## config.mk

```make
export PLATFORM = sky130hd
export DESIGN_NAME = fps_ctrl
export DESIGN_NICKNAME = d
export VERILOG_FILES = /design/src/pkg/fps_pkg.sv /design/src/rtl/fps_ctrl.sv /design/src/rtl/fps_cycle.sv
export VERILOG_INCLUDE_DIRS = /design/src /design/src/pkg
export SDC_FILE = /design/constraint.sdc
export NUM_CORES = 1
export LEC_CHECK = 0
export BUFFER_PORTS_ARGS = -buffer_cell sky130_fd_sc_hd__buf_4
export CAP_MARGIN = 0
export CORE_UTILIZATION = 50
export DETAILED_ROUTE_END_ITERATION = 10
export PLACE_DENSITY_LB_ADDON = 0.12
export SLEW_MARGIN = 20
export SYNTH_ARGS = -nofsm -noshare
export SYNTH_HDL_FRONTEND = slang
export SYNTH_SLANG_ARGS = --single-unit
```

## constraint.sdc

```tcl
create_clock -name mclk_i -period 3.08 [get_ports mclk_i]
set_input_delay 0.308 -clock mclk_i [delete_from_list [all_inputs] [get_ports mclk_i]]
set_output_delay 0.308 -clock mclk_i [all_outputs]
set_load 0.05 [all_outputs]
```

## src/pkg/fps_map.svh

```systemverilog
// constants for the flash program/erase/status controller
`ifndef FPS_MAP_SVH
`define FPS_MAP_SVH
// ******************************
// register offsets
// ******************************
`define FPS_REG_CTRL 4'h0
`define FPS_REG_ADDR 4'h1
`define FPS_REG_DATA 4'h2
`define FPS_REG_STAT 4'h3
`define FPS_REG_RDAT 4'h4
`define FPS_REG_TOUT 4'h5
// ******************************
// control fields and opcodes
// ******************************
`define FPS_CTRL_OP_LSB 0
`define FPS_CTRL_GO_BIT 4
`define FPS_CTRL_CS_TOG_BIT 5
`define FPS_CTRL_CE_WR_BIT 6
`define FPS_OP_READ 3'h0
`define FPS_OP_PROG 3'h1
`define FPS_OP_SECT_ERASE 3'h2
`define FPS_OP_CHIP_ERASE 3'h3
`define FPS_OP_PROTECT 3'h4
`define FPS_OP_UNPROTECT 3'h5
`define FPS_OP_RESET 3'h6
// ******************************
// status fields
// ******************************
`define FPS_ST_BUSY_BIT 0
`define FPS_ST_DONE_BIT 1
`define FPS_ST_TOUT_BIT 2
`define FPS_ST_FAIL_BIT 3
`define FPS_ST_SUSP_BIT 4
`define FPS_ST_VERIFY_BIT 5
// ******************************
// flash data and address bits and patterns
// ******************************
`define FPS_DQ_TOGGLE 6
`define FPS_DQ_SUSP 2
`define FPS_DQ_TOUT 5
`define FPS_ERASED 16'h00FF
`define FPS_PREPROG 8'h00
`define FPS_A6 6
`define FPS_A1 1
`define FPS_A0 0
// ******************************
// timing, in ns, us, ms, s and cycles
// ******************************
`define FPS_CLK_NS 8
`define FPS_BUS_NS 120
`define FPS_BUS_CYC ((`FPS_BUS_NS + `FPS_CLK_NS - 1) / `FPS_CLK_NS)
`define FPS_BUSY_NS 90
`define FPS_BUSY_CYC ((`FPS_BUSY_NS + `FPS_CLK_NS - 1) / `FPS_CLK_NS)
`define FPS_PROG_MAX_US 300
`define FPS_SERASE_MAX_S 5
`define FPS_CERASE_TYP_S 8
`define FPS_PROT_MAX_US 150
`define FPS_UNPR_MAX_MS 15
`define FPS_RST_NS 500
`define FPS_RST_CYC ((`FPS_RST_NS + `FPS_CLK_NS - 1) / `FPS_CLK_NS)
`endif

```

## src/pkg/fps_pkg.sv

```systemverilog
// types for the flash program/erase/status controller
package fps_pkg;
  typedef enum logic [2:0] {
    FPS_READ, FPS_PROG, FPS_SERASE, FPS_CERASE, FPS_PROT, FPS_UNPROT, FPS_RST, FPS_RSV
  } fps_op_e;
  typedef struct packed {
    logic ce_n;
    logic oe_n;
    logic we_n;
    logic reset_n;
    logic [19:0] addr;
  } fps_pins_s;
  typedef struct packed {
    logic [15:0] data;
    logic oe;
  } fps_dq_s;
endpackage

```

## src/rtl/fps_ctrl.sv

```systemverilog
// host controller driving flash program, erase, protect and status polling
// Functional notes
// - each status read is made by cycling both chip select and output enable, toggling bit 6.
// - a protect write holds address bits 6,1,0 at 0,1,0.
// - an unprotect write holds address bits 6,1,0 at 1,1,0.
// - a program command goes out as four bus write cycles.
`timescale 1ns/100ps
`include "fps_map.svh"
module fps_ctrl #(
  parameter int unsigned PROG_MAX_CYC = `FPS_PROG_MAX_US * 1000 / `FPS_CLK_NS,
  parameter longint unsigned SERASE_MAX_CYC = 64'(`FPS_SERASE_MAX_S) * 1000000000 / `FPS_CLK_NS,
  parameter longint unsigned CERASE_MAX_CYC = 64'(`FPS_CERASE_TYP_S) * 2000000000 / `FPS_CLK_NS,
  parameter int unsigned PROT_CYC = `FPS_PROT_MAX_US * 1000 / `FPS_CLK_NS,
  parameter int unsigned UNPR_CYC = `FPS_UNPR_MAX_MS * 1000000 / `FPS_CLK_NS
) (
  // clock and reset
  input wire logic mclk_i,
  input wire logic rstn_i,
  // register port
  input wire logic [3:0] addr_i,
  input wire logic [31:0] wdata_i,
  input wire logic wr_i,
  input wire logic rd_i,
  output logic [31:0] rdata_o,
  // flash pins
  output fps_pkg::fps_pins_s pins_o,
  output logic [15:0] dq_o,
  output logic dq_oe_o,
  input wire logic [15:0] dq_i,
  input wire logic ready_busy_n_i
);
  typedef enum logic [3:0] {
    ST_IDLE, ST_CMD, ST_PROT_WR, ST_PROT_WAIT, ST_POLL, ST_FINAL, ST_RSTP, ST_DONE
  } fps_state_e;
  fps_state_e state;
  logic [6:0] ctrl;
  logic [19:0] faddr;
  logic [15:0] fdata;
  logic [15:0] rdat;
  logic [15:0] prev;
  logic have_prev;
  logic st_done;
  logic st_tout;
  logic st_fail;
  logic st_susp;
  logic st_verify;
  logic [39:0] tmr;
  logic [39:0] limit;
  logic [2:0] step;
  logic cyc_start;
  logic cyc_write;
  logic [19:0] cyc_addr;
  logic [15:0] cyc_wdata;
  logic cyc_done;
  logic [15:0] cyc_rdata;
  fps_pkg::fps_pins_s cyc_pins;
  fps_pkg::fps_dq_s cyc_dq;
  fps_pkg::fps_op_e op;
  logic go;
  logic [19:0] prot_addr;
  assign op = fps_pkg::fps_op_e'(ctrl[`FPS_CTRL_OP_LSB +: 3]);
  assign go = wr_i && addr_i == `FPS_REG_CTRL && wdata_i[`FPS_CTRL_GO_BIT];
  assign prot_addr = {faddr[19:7], op == fps_pkg::FPS_UNPROT, faddr[5:2], 2'b10};
  // ******************************
  // bus cycle engine
  // ******************************
  fps_cycle u_cycle (
    .mclk_i(mclk_i),
    .rstn_i(rstn_i),
    .start_i(cyc_start),
    .write_i(cyc_write),
    .ce_ctl_i(ctrl[`FPS_CTRL_CE_WR_BIT]),
    .addr_i(cyc_addr),
    .wdata_i(cyc_wdata),
    .done_o(cyc_done),
    .rdata_o(cyc_rdata),
    .dq_i(dq_i),
    .pins_o(cyc_pins),
    .dq_o(cyc_dq)
  );
  // ******************************
  // pin drive
  // ******************************
  always_comb
  begin
    pins_o = cyc_pins;
    pins_o.reset_n = (state != ST_RSTP);
    dq_o = cyc_dq.data;
    dq_oe_o = cyc_dq.oe;
  end
  // ******************************
  // command words per step
  // ******************************
  always_comb
  begin
    cyc_addr = 20'h00555;
    cyc_wdata = 16'h00AA;
    unique case (step)
      3'd1: begin cyc_addr = 20'h002AA; cyc_wdata = 16'h0055; end
      3'd2: cyc_wdata = (op == fps_pkg::FPS_PROG) ? 16'h00A0 : 16'h0080;
      3'd3: if (op == fps_pkg::FPS_PROG)
        begin
          cyc_addr = faddr;
          cyc_wdata = fdata;
        end
      3'd4: begin cyc_addr = 20'h002AA; cyc_wdata = 16'h0055; end
      3'd5: if (op == fps_pkg::FPS_SERASE)
        begin
          cyc_addr = faddr;
          cyc_wdata = 16'h0030;
        end
        else
          cyc_wdata = 16'h0010;
      default: ;
    endcase
    if (state == ST_PROT_WR)
    begin
      cyc_addr = prot_addr;
      cyc_wdata = 16'h0060;
    end
    else if (state == ST_POLL || state == ST_FINAL || op == fps_pkg::FPS_READ)
      cyc_addr = faddr;
  end
  assign cyc_write = (state == ST_CMD || state == ST_PROT_WR);
  assign cyc_start = (state == ST_CMD || state == ST_PROT_WR || state == ST_POLL
    || state == ST_FINAL) && !cyc_done;
  // ******************************
  // sequencer
  // ******************************
  always_ff @(posedge mclk_i or negedge rstn_i)
  begin
    if (!rstn_i)
    begin
      state <= ST_IDLE;
      step <= 3'h0;
      tmr <= 40'h0000000000;
      limit <= 40'h0000000000;
      have_prev <= 1'b0;
      prev <= 16'h0000;
      rdat <= 16'h0000;
      st_done <= 1'b0;
      st_tout <= 1'b0;
      st_fail <= 1'b0;
      st_susp <= 1'b0;
      st_verify <= 1'b0;
    end
    else
    begin
      if (state != ST_IDLE && state != ST_DONE)
        tmr <= tmr + 40'h0000000001;
      unique case (state)
        ST_IDLE, ST_DONE:
          if (go)
          begin
            tmr <= 40'h0000000000;
            step <= 3'h0;
            have_prev <= 1'b0;
            {st_done, st_tout, st_fail, st_susp, st_verify} <= 5'h00;
            unique case (fps_pkg::fps_op_e'(wdata_i[`FPS_CTRL_OP_LSB +: 3]))
              fps_pkg::FPS_READ: state <= ST_FINAL;
              fps_pkg::FPS_RST: state <= ST_RSTP;
              fps_pkg::FPS_PROT:
              begin
                limit <= 40'(PROT_CYC);
                state <= ST_PROT_WR;
              end
              fps_pkg::FPS_UNPROT:
              begin
                limit <= 40'(UNPR_CYC);
                state <= ST_PROT_WR;
              end
              fps_pkg::FPS_PROG:
              begin
                limit <= 40'(PROG_MAX_CYC);
                state <= ST_CMD;
              end
              fps_pkg::FPS_SERASE:
              begin
                limit <= SERASE_MAX_CYC[39:0];
                state <= ST_CMD;
              end
              default:
              begin
                limit <= CERASE_MAX_CYC[39:0];
                state <= ST_CMD;
              end
            endcase
          end
        ST_CMD:
          if (cyc_done)
          begin
            step <= step + 3'h1;
            if ((op == fps_pkg::FPS_PROG && step == 3'h3) || step == 3'h5)
            begin
              tmr <= 40'h0000000000;
              state <= ST_POLL;
            end
          end
        ST_PROT_WR:
          if (cyc_done)
          begin
            tmr <= 40'h0000000000;
            state <= ST_PROT_WAIT;
          end
        ST_PROT_WAIT:
          if (tmr >= limit)
            state <= ST_FINAL;
        // successive reads with own chip select
        ST_POLL:
          if (cyc_done)
          begin
            prev <= cyc_rdata;
            have_prev <= 1'b1;
            if (have_prev && cyc_rdata[`FPS_DQ_TOGGLE] == prev[`FPS_DQ_TOGGLE]
              && ready_busy_n_i)
              state <= ST_FINAL;
            else if (have_prev && cyc_rdata[`FPS_DQ_SUSP] != prev[`FPS_DQ_SUSP]
              && !ready_busy_n_i)
              st_susp <= 1'b1;
            if (cyc_rdata[`FPS_DQ_TOUT] && have_prev && !ready_busy_n_i
              && cyc_rdata[`FPS_DQ_TOGGLE] != prev[`FPS_DQ_TOGGLE])
            begin
              st_fail <= 1'b1;
              state <= ST_FINAL;
            end
            if (tmr >= limit)
            begin
              st_tout <= 1'b1;
              state <= ST_FINAL;
            end
          end
        ST_FINAL:
          if (cyc_done)
          begin
            rdat <= cyc_rdata;
            if (op == fps_pkg::FPS_SERASE || op == fps_pkg::FPS_CERASE)
              st_verify <= {8'h00, cyc_rdata[7:0]} == `FPS_ERASED;
            else if (op == fps_pkg::FPS_PROG)
              st_verify <= cyc_rdata == fdata;
            else
              st_verify <= 1'b1;
            st_done <= 1'b1;
            state <= ST_DONE;
          end
        ST_RSTP:
          if (tmr >= 40'(`FPS_RST_CYC))
          begin
            st_done <= 1'b1;
            state <= ST_DONE;
          end
        default: state <= ST_IDLE;
      endcase
    end
  end
  // ******************************
  // register file
  // ******************************
  always_ff @(posedge mclk_i or negedge rstn_i)
  begin
    if (!rstn_i)
    begin
      ctrl <= 7'h00;
      faddr <= 20'h00000;
      fdata <= 16'h0000;
      rdata_o <= 32'h00000000;
    end
    else
    begin
      if (wr_i && (state == ST_IDLE || state == ST_DONE))
      begin
        if (addr_i == `FPS_REG_CTRL)
          ctrl <= wdata_i[6:0];
        if (addr_i == `FPS_REG_ADDR)
          faddr <= wdata_i[19:0];
        if (addr_i == `FPS_REG_DATA)
          fdata <= wdata_i[15:0];
      end
      rdata_o <= 32'h00000000;
      if (rd_i)
        unique case (addr_i)
          `FPS_REG_CTRL: rdata_o <= {25'h0000000, ctrl};
          `FPS_REG_ADDR: rdata_o <= {12'h000, faddr};
          `FPS_REG_DATA: rdata_o <= {16'h0000, fdata};
          `FPS_REG_STAT: rdata_o <= {25'h0000000, !ready_busy_n_i, st_verify, st_susp,
            st_fail, st_tout, st_done, state != ST_IDLE && state != ST_DONE};
          `FPS_REG_RDAT: rdata_o <= {16'h0000, rdat};
          `FPS_REG_TOUT: rdata_o <= tmr[31:0];
          default: rdata_o <= 32'h00000000;
        endcase
    end
  end
endmodule

```

## src/rtl/fps_cycle.sv

```systemverilog
// one asynchronous bus cycle on the flash pins
`timescale 1ns/100ps
`include "fps_map.svh"
module fps_cycle (
  // clock and reset
  input wire logic mclk_i,
  input wire logic rstn_i,
  // request
  input wire logic start_i,
  input wire logic write_i,
  input wire logic ce_ctl_i,
  input wire logic [19:0] addr_i,
  input wire logic [15:0] wdata_i,
  output logic done_o,
  output logic [15:0] rdata_o,
  // flash side
  input wire logic [15:0] dq_i,
  output fps_pkg::fps_pins_s pins_o,
  output fps_pkg::fps_dq_s dq_o
);
  logic [4:0] cnt;
  logic busy;
  logic wr;
  logic ce_ctl;
  // ******************************
  // strobe timing
  // ******************************
  always_ff @(posedge mclk_i or negedge rstn_i)
  begin
    if (!rstn_i)
    begin
      cnt <= 5'h00;
      busy <= 1'b0;
      wr <= 1'b0;
      ce_ctl <= 1'b0;
      pins_o <= '{ce_n: 1'b1, oe_n: 1'b1, we_n: 1'b1, reset_n: 1'b1, addr: 20'h00000};
      dq_o <= '{data: 16'h0000, oe: 1'b0};
      rdata_o <= 16'h0000;
      done_o <= 1'b0;
    end
    else
    begin
      done_o <= 1'b0;
      if (start_i && !busy)
      begin
        busy <= 1'b1;
        cnt <= 5'h00;
        wr <= write_i;
        ce_ctl <= ce_ctl_i;
        pins_o.addr <= addr_i;
        dq_o <= '{data: wdata_i, oe: write_i};
        if (write_i && ce_ctl_i)
          pins_o.we_n <= 1'b0;
        else
          pins_o.ce_n <= 1'b0;
      end
      else if (busy)
      begin
        cnt <= cnt + 5'h01;
        if (cnt == 5'h01)
        begin
          if (!wr)
            pins_o.oe_n <= 1'b0;
          else if (ce_ctl)
            pins_o.ce_n <= 1'b0;
          else
            pins_o.we_n <= 1'b0;
        end
        if (cnt == 5'(`FPS_BUS_CYC))
        begin
          if (wr && ce_ctl)
            pins_o.ce_n <= 1'b1;
          else if (wr)
            pins_o.we_n <= 1'b1;
          else
          begin
            rdata_o <= dq_i;
            pins_o.oe_n <= 1'b1;
          end
        end
        if (cnt == 5'(`FPS_BUS_CYC + 1))
        begin
          pins_o.ce_n <= 1'b1;
          pins_o.we_n <= 1'b1;
        end
        if (cnt == 5'(`FPS_BUS_CYC + 2))
        begin
          busy <= 1'b0;
          dq_o.oe <= 1'b0;
          done_o <= 1'b1;
        end
      end
    end
  end
endmodule

```

==> impl_metrics.csv, run 1 <==
group,metric,value,unit
power_and_ir_drop,cellPowerDensity,475,nW/um^2
sta,timing.final.setup_violations,0,
layout,drive_gt1_frac,0.238,
layout,n_antenna_cell,0,
sta,timing.setup.tns,0,ns
drt,drt_iter0_markers,892,
global_routing,grt_antenna_before_repair,0,
synthesis,synthesis.instances,1094,
placed_design,number_of_buffers_added_on_ports,117,
placed_design,gp_congestion,0.888,
drt,routed_wl,33.2,mm
drt,detailroute.via_count,9462,
drt,wire_per_inst,21.6,um
layout,layout.nets,1328,
synthesis,async_flop_share,1.00,
drt,drc,0,
critical_path,r2r-start,"limit[28]$_DFFE_PN0P_",
critical_path,rrSetupSlack,0.18,ns
critical_path,reg2reg_to,"state[1]$_DFFE_PN0P_",
synthesis,synth.cell_area,11200,sq um
floorplanning,core_area,21900,sq um
clock_network,clk_latency,0.54,ns
worst_hold_path,hold_path_startpoint,"wdata_i[13]",
global_routing,groute.usage.overall,0.298,
synthesis,synth.yosys.warnings,0,
critical_path,largest_fanout_of_any_net_on_the_critical_path,5,
global_routing,maximum_number_of_pins_on_one_net_before_global_route_repair,76,
sta,report.final.hold_viol_count,0,
critical_path,r2r_cell_count,8,
synthesis,synth_edf_count,0,
drt,viasPerCell,6.17,
power_and_ir_drop,ir_drop,397,uV
layout,multi_input_comb_area,5300,sq um
critical_path,critPathLaunchType,"register",
floorplanning,chipHeight,152,um
floorplanning,starting_density_of_the_core,0.513,
floorplanning,die_width,152,um
placed_design,placement.setup.worst_slack,0.232,ns
floorplanning,placement_rows,54,
synthesis,syn_nets,1187,
drt,final_antenna_net_count,0,
global_routing,grt-ovfl-total,0,
sta,post-route-period-util,0.943,
synthesis,synthDistinctLibCells,69,
clock_network,clock_buffers_created_by_tritoncts,25,
synthesis,synth.ff_latch_count,222,
sta,relative_max_transition_margin,0.544,
floorplanning,die_area,23000,sq um
clock_network,numClockSinks,222,
clock_network,clk_root_buffer_cell,"clkbuf_16",
worst_hold_path,hold-path-cell-count,2,
critical_path,worst-endpoint-required,3.52,ns
sta,maxClockFrequency,0.344,GHz
sta,setup_repair_after_global_routing_missed_its_margin,"false",
floorplanning,ioPinCount,130,
worst_hold_path,holdPathEnd,"fdata[13]$_DFFE_PN0P_",
clock_network,cts_buffer_depth,3,
sta,finalWorstPathRequiredPeriod,2.90,ns
layout,seqCellArea,5560,sq um
synthesis,postSynthAreaPerCell,10.3,sq um
layout,area_growth,21.8,%
critical_path,critical_path_class,"reg2reg",
sta,hold_ws,0.0105,ns
clock_network,cts_htree_levels,1,
placed_design,dpl.hpwl,23.3,mm
sta,worstMarginPinSlew,0.677,ns
layout,fillers,1818,
global_routing,grt_first_pass_wirelength,52.0,mm
outcome,run_status,"complete, no violations",
critical_path,critical_path.endpoint_type,"register",
sta,layout_setup_ws,0.177,ns
flow_run,cap_violations,0,
critical_path,critPathArrivalTime,3.35,ns
synthesis,ys_seq_area_frac,0.495,
sta,timing.final.max_slew_violations,0,
worst_hold_path,timing.hold.worst.class,"in2reg",
clock_network,tritoncts,"done",
sta,clock-skew-final,0.0233,ns
drt,drt_pre_antenna_iters,5,
global_routing,first_global_vias,8986,
clock_network,path_clk_slew,0.06,ns
synthesis,primary_flip_flop_cell_chosen_by_synthesis_mapping,"dfrtp_1",
power_and_ir_drop,p_leak,6.45,nW
==> Yosys cell counts (all sizes together), types with 3 or more instances <==
cell type | n | share of area
a21o | 9 | 0.0060
inv | 33 | 0.011
xor2 | 5 | 0.0039
buf | 11 | 0.0050
nand4 | 21 | 0.012
or2 | 4 | 0.0022
a31oi | 26 | 0.014
mux2 | 80 | 0.080
and2 | 12 | 0.0067
and4b | 3 | 0.0027
ha | 36 | 0.040
a21oi | 63 | 0.028
nand2b | 4 | 0.0022
o211ai | 5 | 0.0033
a22o | 22 | 0.017
and4 | 6 | 0.0047
nand3b | 9 | 0.0060
xnor2 | 18 | 0.014
nand3 | 43 | 0.020
a41oi | 3 | 0.0023
o41ai | 4 | 0.0031
nor3 | 12 | 0.0054
dfstp | 3 | 0.0070
dfrtp | 219 | 0.49
o21ai | 100 | 0.045
nor4 | 17 | 0.014
nand2 | 99 | 0.033
a22oi | 26 | 0.017
a32o | 3 | 0.0027
and3 | 28 | 0.016
a222oi | 9 | 0.0080
o31ai | 7 | 0.0047
a211o | 4 | 0.0031
or3 | 5 | 0.0028
nor2b | 10 | 0.0056
a211oi | 5 | 0.0033
clkbuf | 50 | 0.017
nor2 | 52 | 0.017
==> final cells by class <==
class	instances	area share
Sequential cell	222	0.407
Inverter	33	0.00907
Clock inverter	13	0.0155
Timing Repair Buffer	175	0.103
Multi-Input combinational cell	778	0.388
Clock buffer	33	0.0516
Tap cell	280	0.0256
==> logic make-up after synthesis <==
logic type,after synthesis,synth area share
muxes,81,0.0812
buffers and inverters,94,0.0328
and+or+nand+nor,335,0.159
xor gates and xnor gates,23,0.0180
AOI/OAI and AO/OA,303,0.173
adders and majority gates,36,0.0401
DFF,222,0.495
==> sequential cells by signal, summed over array words and instances (netlist names), 5 cells and up, named ones only <==
name	flops
ctrl	7
faddr	20
fdata	16
limit	12
rdat	16
rdata_o	32
tmr	40
u_cycle.cnt	5
u_cycle.dq_o	17
u_cycle.pins_o	22
u_cycle.rdata_o	16
==> metal layers <==
layer	GRT usage	share of wire
met2	0.458	0.46
met4	0.0827	0.024
met5	0	0
met1	0.436	0.45
met3	0.0455	0.070
==> where the power goes <==
group / switching, mW / internal [mW]
clock: 1.24 / 2.04
combinational: 0.147 / 0.104
sequential: 0.0234 / 2.94
total: 1.41 / 5.08
==> per-stage QoR <==
| step | util | instances | cell area [sq um] | power (mW) |
|---|---|---|---|---|
| finish | 0.624 | 1534 | 13700 | 6.49 |
| global route | 0.624 | 1534 | 13700 | 6.67 |
| CTS | 0.624 | 1534 | 13700 | 6.54 |
| detailed placement | 0.573 | 1467 | 12500 | 3.24 |
| global placement | 0.573 | 1467 | 12500 | 3.24 |
| floorplan | - | 1094 | 11200 | 3.08 |
==> cells in the final DEF, fill, tap and decap left out, types with 5 or more instances in the layout <==
cell / synthesis / routed
nor3_1: 12 / 11
dlygate4sd3_1: 0 / 21
o211ai_1: 5 / 5
o31ai_1: 7 / 7
a31oi_1: 26 / 26
ha_1: 36 / 36
clkbuf_16: 0 / 25
bufinv_16: 0 / 5
dfrtp_1: 219 / 219
buf_4: 0 / 150
nor2b_1: 10 / 10
inv_1: 33 / 33
nand2_1: 99 / 98
nor4_1: 13 / 13
nand3b_1: 9 / 9
nand3_1: 41 / 41
a21oi_1: 63 / 63
mux2_2: 80 / 80
nand4_1: 21 / 21
and4_1: 6 / 6
clkinv_2: 0 / 5
and3_1: 28 / 28
clkbuf_8: 0 / 5
a22oi_1: 26 / 26
xnor2_1: 18 / 18
a222oi_1: 9 / 9
a21o_1: 9 / 9
xor2_1: 5 / 5
and2_1: 12 / 12
a211oi_1: 5 / 5
o21ai_0: 97 / 97
or3_1: 5 / 5
nor2_1: 52 / 51
a22o_1: 22 / 22
==> worst max path at each step <==
stage / startpoint / cells past startpoint / endpoint / slack (ns)
2_1_floorplan: limit[28]$_DFFE_PN0P_ / 8 / state[1]$_DFFE_PN0P_ / 0.65
6_report: limit[28]$_DFFE_PN0P_ / 8 / state[1]$_DFFE_PN0P_ / 0.18
4_1_cts: limit[28]$_DFFE_PN0P_ / 8 / state[1]$_DFFE_PN0P_ / 0.21
3_5_place_dp: limit[28]$_DFFE_PN0P_ / 8 / state[1]$_DFFE_PN0P_ / 0.23
5_1_grt: limit[28]$_DFFE_PN0P_ / 8 / state[1]$_DFFE_PN0P_ / 0.01
3_3_place_gp: limit[28]$_DFFE_PN0P_ / 8 / state[1]$_DFFE_PN0P_ / 0.30
==> repair_timing <==
action / in CTS / in global routing
endpoints found under the hold margin: 91 / 0
hold buffers: 21 / 0
setup buffers: 0 / 0
resized for setup: 0 / 0
==> worst max-delay path: stages (launching register included) <==
cell	delay [ns]
dfrtp_1	0.40
inv_1	0.17
ha_1	0.28
a21o_1	0.18
a211o_1	0.29
a2111oi_2	0.62
o21ai_0	0.22
o311ai_2	0.42
mux2i_1	0.23
Note: power is estimated with default switching activity, not from simulation.
==> run 2, diff against run 1 <==
Settings changed: ABC_AREA set to 1, CORE_MARGIN set to 2.
==> run 2 against run 1 <==
Compared with the run above: die area grew 7.0%; highest routed layer unchanged; sequential share of layout area decreased by 0.47 points; largest power group is now combinational logic; largest cell class unchanged; combinational power grew to 22 times the previous value; routed wire length decreased by 1.4%.
==> impl_metrics.csv, run 2 <==
group,metric,value,unit
drt,detailroute.via_count,10600,
synthesis,async_flop_share,1.00,
placed_design,placement.setup.worst_slack,0.532,ns
synthesis,synth.yosys.warnings,0,
power_and_ir_drop,p_leak,6.71,nW
clock_network,clock_buffers_created_by_tritoncts,25,
drt,routed_wl,32.7,mm
clock_network,cts_buffer_depth,3,
floorplanning,placement_rows,55,
clock_network,clk_latency,0.52,ns
critical_path,largest_fanout_of_any_net_on_the_critical_path,12,
sta,finalWorstPathRequiredPeriod,2.61,ns
clock_network,postCtsHoldBufs,1,
clock_network,clk_root_buffer_cell,"clkbuf_16",
global_routing,grt_antenna_before_repair,0,
floorplanning,starting_density_of_the_core,0.514,
critical_path,critPathArrivalTime,3.01,ns
synthesis,synth_largest_area_cell,"dfrtp_1",
critical_path,critical_path_class,"reg2reg",
layout,fillers,2058,
critical_path,critical_path.endpoint_type,"register",
clock_network,path_clk_slew,0.06,ns
floorplanning,ioPinCount,130,
worst_hold_path,timing.hold.worst.class,"in2reg",
outcome,run_status,"complete, no violations",
layout,largest_register,"tmr",
clock_network,tritoncts,"done",
global_routing,grt_first_pass_wirelength,52.2,mm
drt,viasPerCell,5.54,
power_and_ir_drop,ir_drop,381,uV
floorplanning,die_area,24700,sq um
critical_path,worst-endpoint-required,3.49,ns
synthesis,synth_edf_count,0,
synthesis,synthDistinctLibCells,52,
global_routing,grt_most_used_layer,"met2",
critical_path,critPathLaunchType,"register",
layout,layout.nets,1669,
clock_network,postCtsSetupBuffers,0,
sta,maxClockFrequency,0.383,GHz
synthesis,syn_nets,1547,
layout,final_cell_mix,"330 x nand2_1, 219 x dfrtp_1, 169 x inv_1",
critical_path,r2r-start,"step[2]$_DFFE_PN0P_",
synthesis,synthesis.instances,1454,
layout,postLayoutCellArea,13800,sq um
layout,area_growth,18.1,%
clock_network,numClockSinks,222,
global_routing,grt_util_met1,0.395,
clock_network,cts_htree_levels,1,
floorplanning,die_width,157,um
global_routing,global_route.usage.met3,0.0319,
critical_path,worstSetupEndpoint,"tmr[25]$_DFF_PN0_",
global_routing,groute.usage.overall,0.269,
placed_design,place_area,13000,sq um
placed_design,dpl.hpwl,24.7,mm
sta,relative_max_transition_margin,0.279,
synthesis,synth.ff_latch_count,222,
sta,post-route-period-util,0.847,
synthesis,post-synth-top-count-cell,"nand2_1",
power_and_ir_drop,cellPowerDensity,974,nW/um^2
floorplanning,core_area,22800,sq um
sta,timing.final.setup_violations,0,
drt,wire_per_inst,17.2,um
sta,timing.final.max_slew_violations,0,
floorplanning,chipHeight,157,um
global_routing,groute.layer.met2.usage,0.423,
sta,worstMarginPinSlew,1.08,ns
placed_design,gp_congestion,0.966,
layout,layout_commonest_cell,"nand2_1",
drt,drt_pre_antenna_iters,5,
critical_path,reg2reg_to,"tmr[25]$_DFF_PN0_",
critical_path,cp-startpoint,"step[2]$_DFFE_PN0P_",
drt,drt_iter0_markers,779,
sta,setup_repair_after_global_routing_missed_its_margin,"false",
drt,drc,0,
synthesis,yosysTopAreaCellShare,0.468,
synthesis,ys_seq_area_frac,0.475,
sta,clock-skew-final,0.0130,ns
global_routing,grt-ovfl-total,0,
global_routing,maximum_number_of_pins_on_one_net_before_global_route_repair,86,
critical_path,rrSetupSlack,0.47,ns
synthesis,ys_top_cells_by_area,"dfrtp_1 47%, nand2_1 11%, o21ai_0 5.8%, inv_1 5.4%, nor2_1 4.2%",
layout,layout_top_registers,"tmr (40), rdata_o (32), u_cycle.pins_o (22)",
sta,timing.setup.tns,0,ns
clock_network,post_cts_resized,0,
sta,report.final.hold_viol_count,0,
layout,n_antenna_cell,0,
synthesis,postSynthAreaPerCell,8.05,sq um
placed_design,number_of_buffers_added_on_ports,117,
layout,drive_gt1_frac,0.144,
synthesis,synth.cell_area,11700,sq um
synthesis,primary_flip_flop_cell_chosen_by_synthesis_mapping,"dfrtp_1",
drt,final_antenna_net_count,0,
synthesis,synth_commonest_cells,"330 x nand2_1, 219 x dfrtp_1, 169 x inv_1, 136 x o21ai_0, 131 x nor2_1",
layout,number_of_flip_flops_in_the_largest_register,40,
sta,layout_setup_ws,0.472,ns
critical_path,r2r_cell_count,12,
flow_run,cap_violations,0,
global_routing,first_global_vias,9882,
-- run 2: worst min path at each step --
stage,startpoint,endpoint,slack [ns],cells after the start
4_1_cts,wdata_i[19],faddr[19]$_DFFE_PN0P_,0.006,2
2_1_floorplan,rstn_i,ctrl[0]$_DFFE_PN0P_,0.01,0
3_3_place_gp,rstn_i,u_cycle.pins_o[7]$_DFFE_PN0P_,0.36,1
5_1_grt,wdata_i[18],faddr[18]$_DFFE_PN0P_,0.01,2
3_5_place_dp,rstn_i,u_cycle.pins_o[5]$_DFFE_PN0P_,0.37,1
6_report,wdata_i[19],faddr[19]$_DFFE_PN0P_,0.02,2
-- run 2: cell families after synthesis --
| group | Yosys count | share of synthesized area |
|---|---|---|
| compound gates | 277 | 0.137 |
| simple gates | 658 | 0.246 |
| flops | 222 | 0.475 |
| xor+xnor | 33 | 0.0247 |
| buf+inv | 223 | 0.0734 |
| fa+ha+maj | 36 | 0.0385 |
| mux | 5 | 0.00481 |
-- run 2: area by class of cell --
| class | instances | area (sq um) | area share |
|---|---|---|---|
| clock inverters | 8 | 140 | 0.0101 |
| inverters | 181 | 682 | 0.0493 |
| repair buffers | 137 | 1060 | 0.0769 |
| clock buffers | 35 | 703 | 0.0509 |
| multi-input cells | 1009 | 5290 | 0.382 |
| well taps | 313 | 392 | 0.0283 |
| flip-flops and latches | 222 | 5560 | 0.402 |
-- run 2: metrics by stage --
stage	power [mW]	hold WS, ns	util	std cells
global placement	10.2	0.360	0.570	1861
global route	14.4	0.00972	0.607	1905
finish	13.5	0.0177	0.607	1905
detailed placement	10.3	0.369	0.570	1861
floorplan	8.57	0.0124	-	1454
CTS	13.5	0.00635	0.607	1905
-- run 2: where the power goes --
| group | leakage [nW] | switching, mW | internal [mW] | total (mW) |
|---|---|---|---|---|
| Clock | 0.416 | 1.18 | 1.91 | 3.09 |
| Combinational | 3.43 | 3.81 | 1.78 | 5.59 |
| Sequential | 2.86 | 0.884 | 3.91 | 4.79 |
-- run 2: worst max-delay path: stages, from the launching register on --
cell and delay [ns]:
dfrtp_1 0.40, inv_1 0.16, ha_1 0.33, nand2_1 0.32
nand2_1 0.20, nand2_1 0.08, o21ai_2 0.10, inv_2 0.11
nor2_4 0.19, inv_2 0.17, nor2_2 0.13, inv_1 0.13
and3_1 0.19
-- run 2: routing by layer --
metal	vias to the layer above	wire length, um
met5	-	0
met4	0	760
met3	57	2110
met2	369	14800
met1	5069	15100
li1	5062	-
==> run 3, diff against run 2 <==
Settings changed: ABC_AREA 1 to 0.
Clock period 3.08 ns to 2.65 ns, I/O delays scaled along.
==> run 3 against run 2 <==
Compared with the run above: die area shrank 4.0%; highest routed layer unchanged; register-to-register slack lost 0.37 ns; global-route usage grew 1.3 points; clock power grew 19%; combinational power shrank 94%; sequential power shrank 28%; critical endpoint is now state[1]$_DFFE_PN0P_; worst hold slack gained 0.037 ns; cell count shrank 17%; sequential share of layout area shrank 0.53 points; largest cell class unchanged; clock-buffer cell count is the same.
==> impl_metrics.csv, run 3 (synthesis results as in run 1) <==
group,metric,value,unit
global_routing,grt_antenna_before_repair,0,
sta,post-route-period-util,0.961,
critical_path,cpMaxStageDelayCell,"a2111oi_4",
drt,routed_wl,33.5,mm
critical_path,critical_path_depth,8,
global_routing,grt_first_pass_wirelength,52.7,mm
layout,layout_commonest_cell,"dfrtp_1",
critical_path,critPathLaunchType,"register",
clock_network,tritoncts,"done",
placed_design,place_area,12800,sq um
layout,final_cell_mix,"219 x dfrtp_1, 180 x buf_4, 98 x nand2_1",
sta,finalWorstPathRequiredPeriod,2.55,ns
critical_path,critPathBufInv,1,
sta,clock-skew-final,0.0220,ns
sta,report.final.hold_viol_count,0,
global_routing,maximum_number_of_pins_on_one_net_before_global_route_repair,76,
layout,number_of_flip_flops_in_the_largest_register,40,
floorplanning,ioPinCount,130,
critical_path,critPathMaxStageDelay,0.43,ns
critical_path,worst-endpoint-required,3.10,ns
global_routing,first_global_vias,9250,
power_and_ir_drop,p_leak,6.66,nW
layout,fin_util,0.640,
clock_network,cts_htree_levels,1,
clock_network,clk_root_buffer_cell,"clkbuf_16",
worst_hold_path,hold_path_startpoint,"wdata_i[4]",
critical_path,path_cells,"inv_1 > ha_1 > a21o_1 > a211o_1 > a2111oi_4 > o21ai_0 > o311ai_2 > mux2i_1",
drt,drt_iter0_markers,836,
sta,relative_max_transition_margin,0.505,
sta,timing.final.max_slew_violations,0,
layout,area_growth,24.9,%
critical_path,critPathArrivalTime,3.00,ns
sta,timing.final.setup_violations,0,
floorplanning,core_area,21900,sq um
layout,largest_register,"tmr",
critical_path,critical_path_class,"reg2reg",
drt,viasPerCell,6.14,
sta,maxClockFrequency,0.393,GHz
power_and_ir_drop,ir_drop,434,uV
sta,timing.setup.tns,0,ns
floorplanning,die_area,23700,sq um
floorplanning,placement_rows,54,
clock_network,numClockSinks,222,
drt,final_antenna_net_count,0,
critical_path,r2r-start,"limit[28]$_DFFE_PN0P_",
clock_network,cts_buffer_depth,3,
critical_path,cp-startpoint,"limit[28]$_DFFE_PN0P_",
clock_network,path_clk_slew,0.06,ns
clock_network,postCtsSetupBuffers,0,
drt,drt_pre_antenna_iters,5,
layout,drive_gt1_frac,0.254,
floorplanning,die_width,154,um
sta,worstMarginPinSlew,0.737,ns
sta,setup_repair_after_global_routing_missed_its_margin,"false",
floorplanning,chipHeight,154,um
drt,wire_per_inst,21.3,um
layout,layout_top_registers,"tmr (40), rdata_o (32), u_cycle.pins_o (22)",
layout,layout.nets,1371,
outcome,run_status,"complete, no violations",
critical_path,cpLargestDelayFamily,"compound AO/OA/AOI/OAI gates",
worst_hold_path,hold-path-cell-count,2,
clock_network,clk_latency,0.53,ns
global_routing,groute.usage.overall,0.282,
clock_network,clock_buffers_created_by_tritoncts,25,
worst_hold_path,timing.hold.worst.class,"in2reg",
placed_design,dpl.hpwl,23.9,mm
floorplanning,starting_density_of_the_core,0.513,
global_routing,grt-ovfl-total,0,
layout,postLayoutCellArea,14000,sq um
power_and_ir_drop,cellPowerDensity,530,nW/um^2
critical_path,largest_fanout_of_any_net_on_the_critical_path,3,
drt,drc,0,
layout,n_antenna_cell,0,
critical_path,critical_path.endpoint_type,"register",
power_and_ir_drop,post-layout-total-power,7.42,mW
placed_design,gp_congestion,0.923,
critical_path,r2r_cell_count,8,
placed_design,number_of_buffers_added_on_ports,117,
drt,detailroute.via_count,9657,
flow_run,cap_violations,0,
[run 3: metal layers]
layer / routed length [um] / global-route usage / part of all wire
met1: 14900 / 0.413 / 0.45
met2: 15000 / 0.433 / 0.45
met3: 2570 / 0.0530 / 0.077
met4: 934 / 0.0743 / 0.028
met5: 0 / 0 / 0
[run 3: report_power, final]
part	switching, mW	internal (mW)	leakage [nW]
Sequential	0.0243	3.41	2.94
Clock	1.37	2.30	0.435
Combinational	0.179	0.136	3.28
[run 3: path summary, 6_finish.rpt]
path | end | slack, ns
min reg2reg | register | 0.46
min in group asynchronous | tmr[33]$_DFF_PN0_ | 0.32
max reg2reg | state[1]$_DFFE_PN0P_ | 0.10
min | fdata[4]$_DFFE_PN0P_ | 0.05
max in group asynchronous | faddr[4]$_DFFE_PN0P_ | 1.56
max | state[1]$_DFFE_PN0P_ | 0.10
[run 3: metrics by stage]
stage | setup WS (ns) | hold WS [ns] | instances
5_1_grt | 0.00746 | 0.0455 | 1574
6_report | 0.103 | 0.0543 | 1574
3_3_place_gp | 0.0524 | 0.297 | 1498
3_5_place_dp | -0.00265 | 0.297 | 1498
4_1_cts | 0.0890 | 0.0417 | 1574
2_1_floorplan | 0.222 | -0.0306 | 1094
[run 3: what timing repair did]
action                                 in CTS  in global routing
endpoints found under the hold margin     116                  0
setup endpoints to repair                   1                 10
hold buffers                               33                  0
gates resized for setup                     1                  2
[run 3: cell type report]
| cell class | count | area (sq um) |
|---|---|---|
| tap | 280 | 350 |
| multi-input combinational | 778 | 5320 |
| clock buffer | 35 | 733 |
| inverter | 33 | 124 |
| clock inverter | 8 | 144 |
| timing repair buffer | 218 | 1780 |
| sequential | 222 | 5560 |
| fill | 1782 | 7880 |
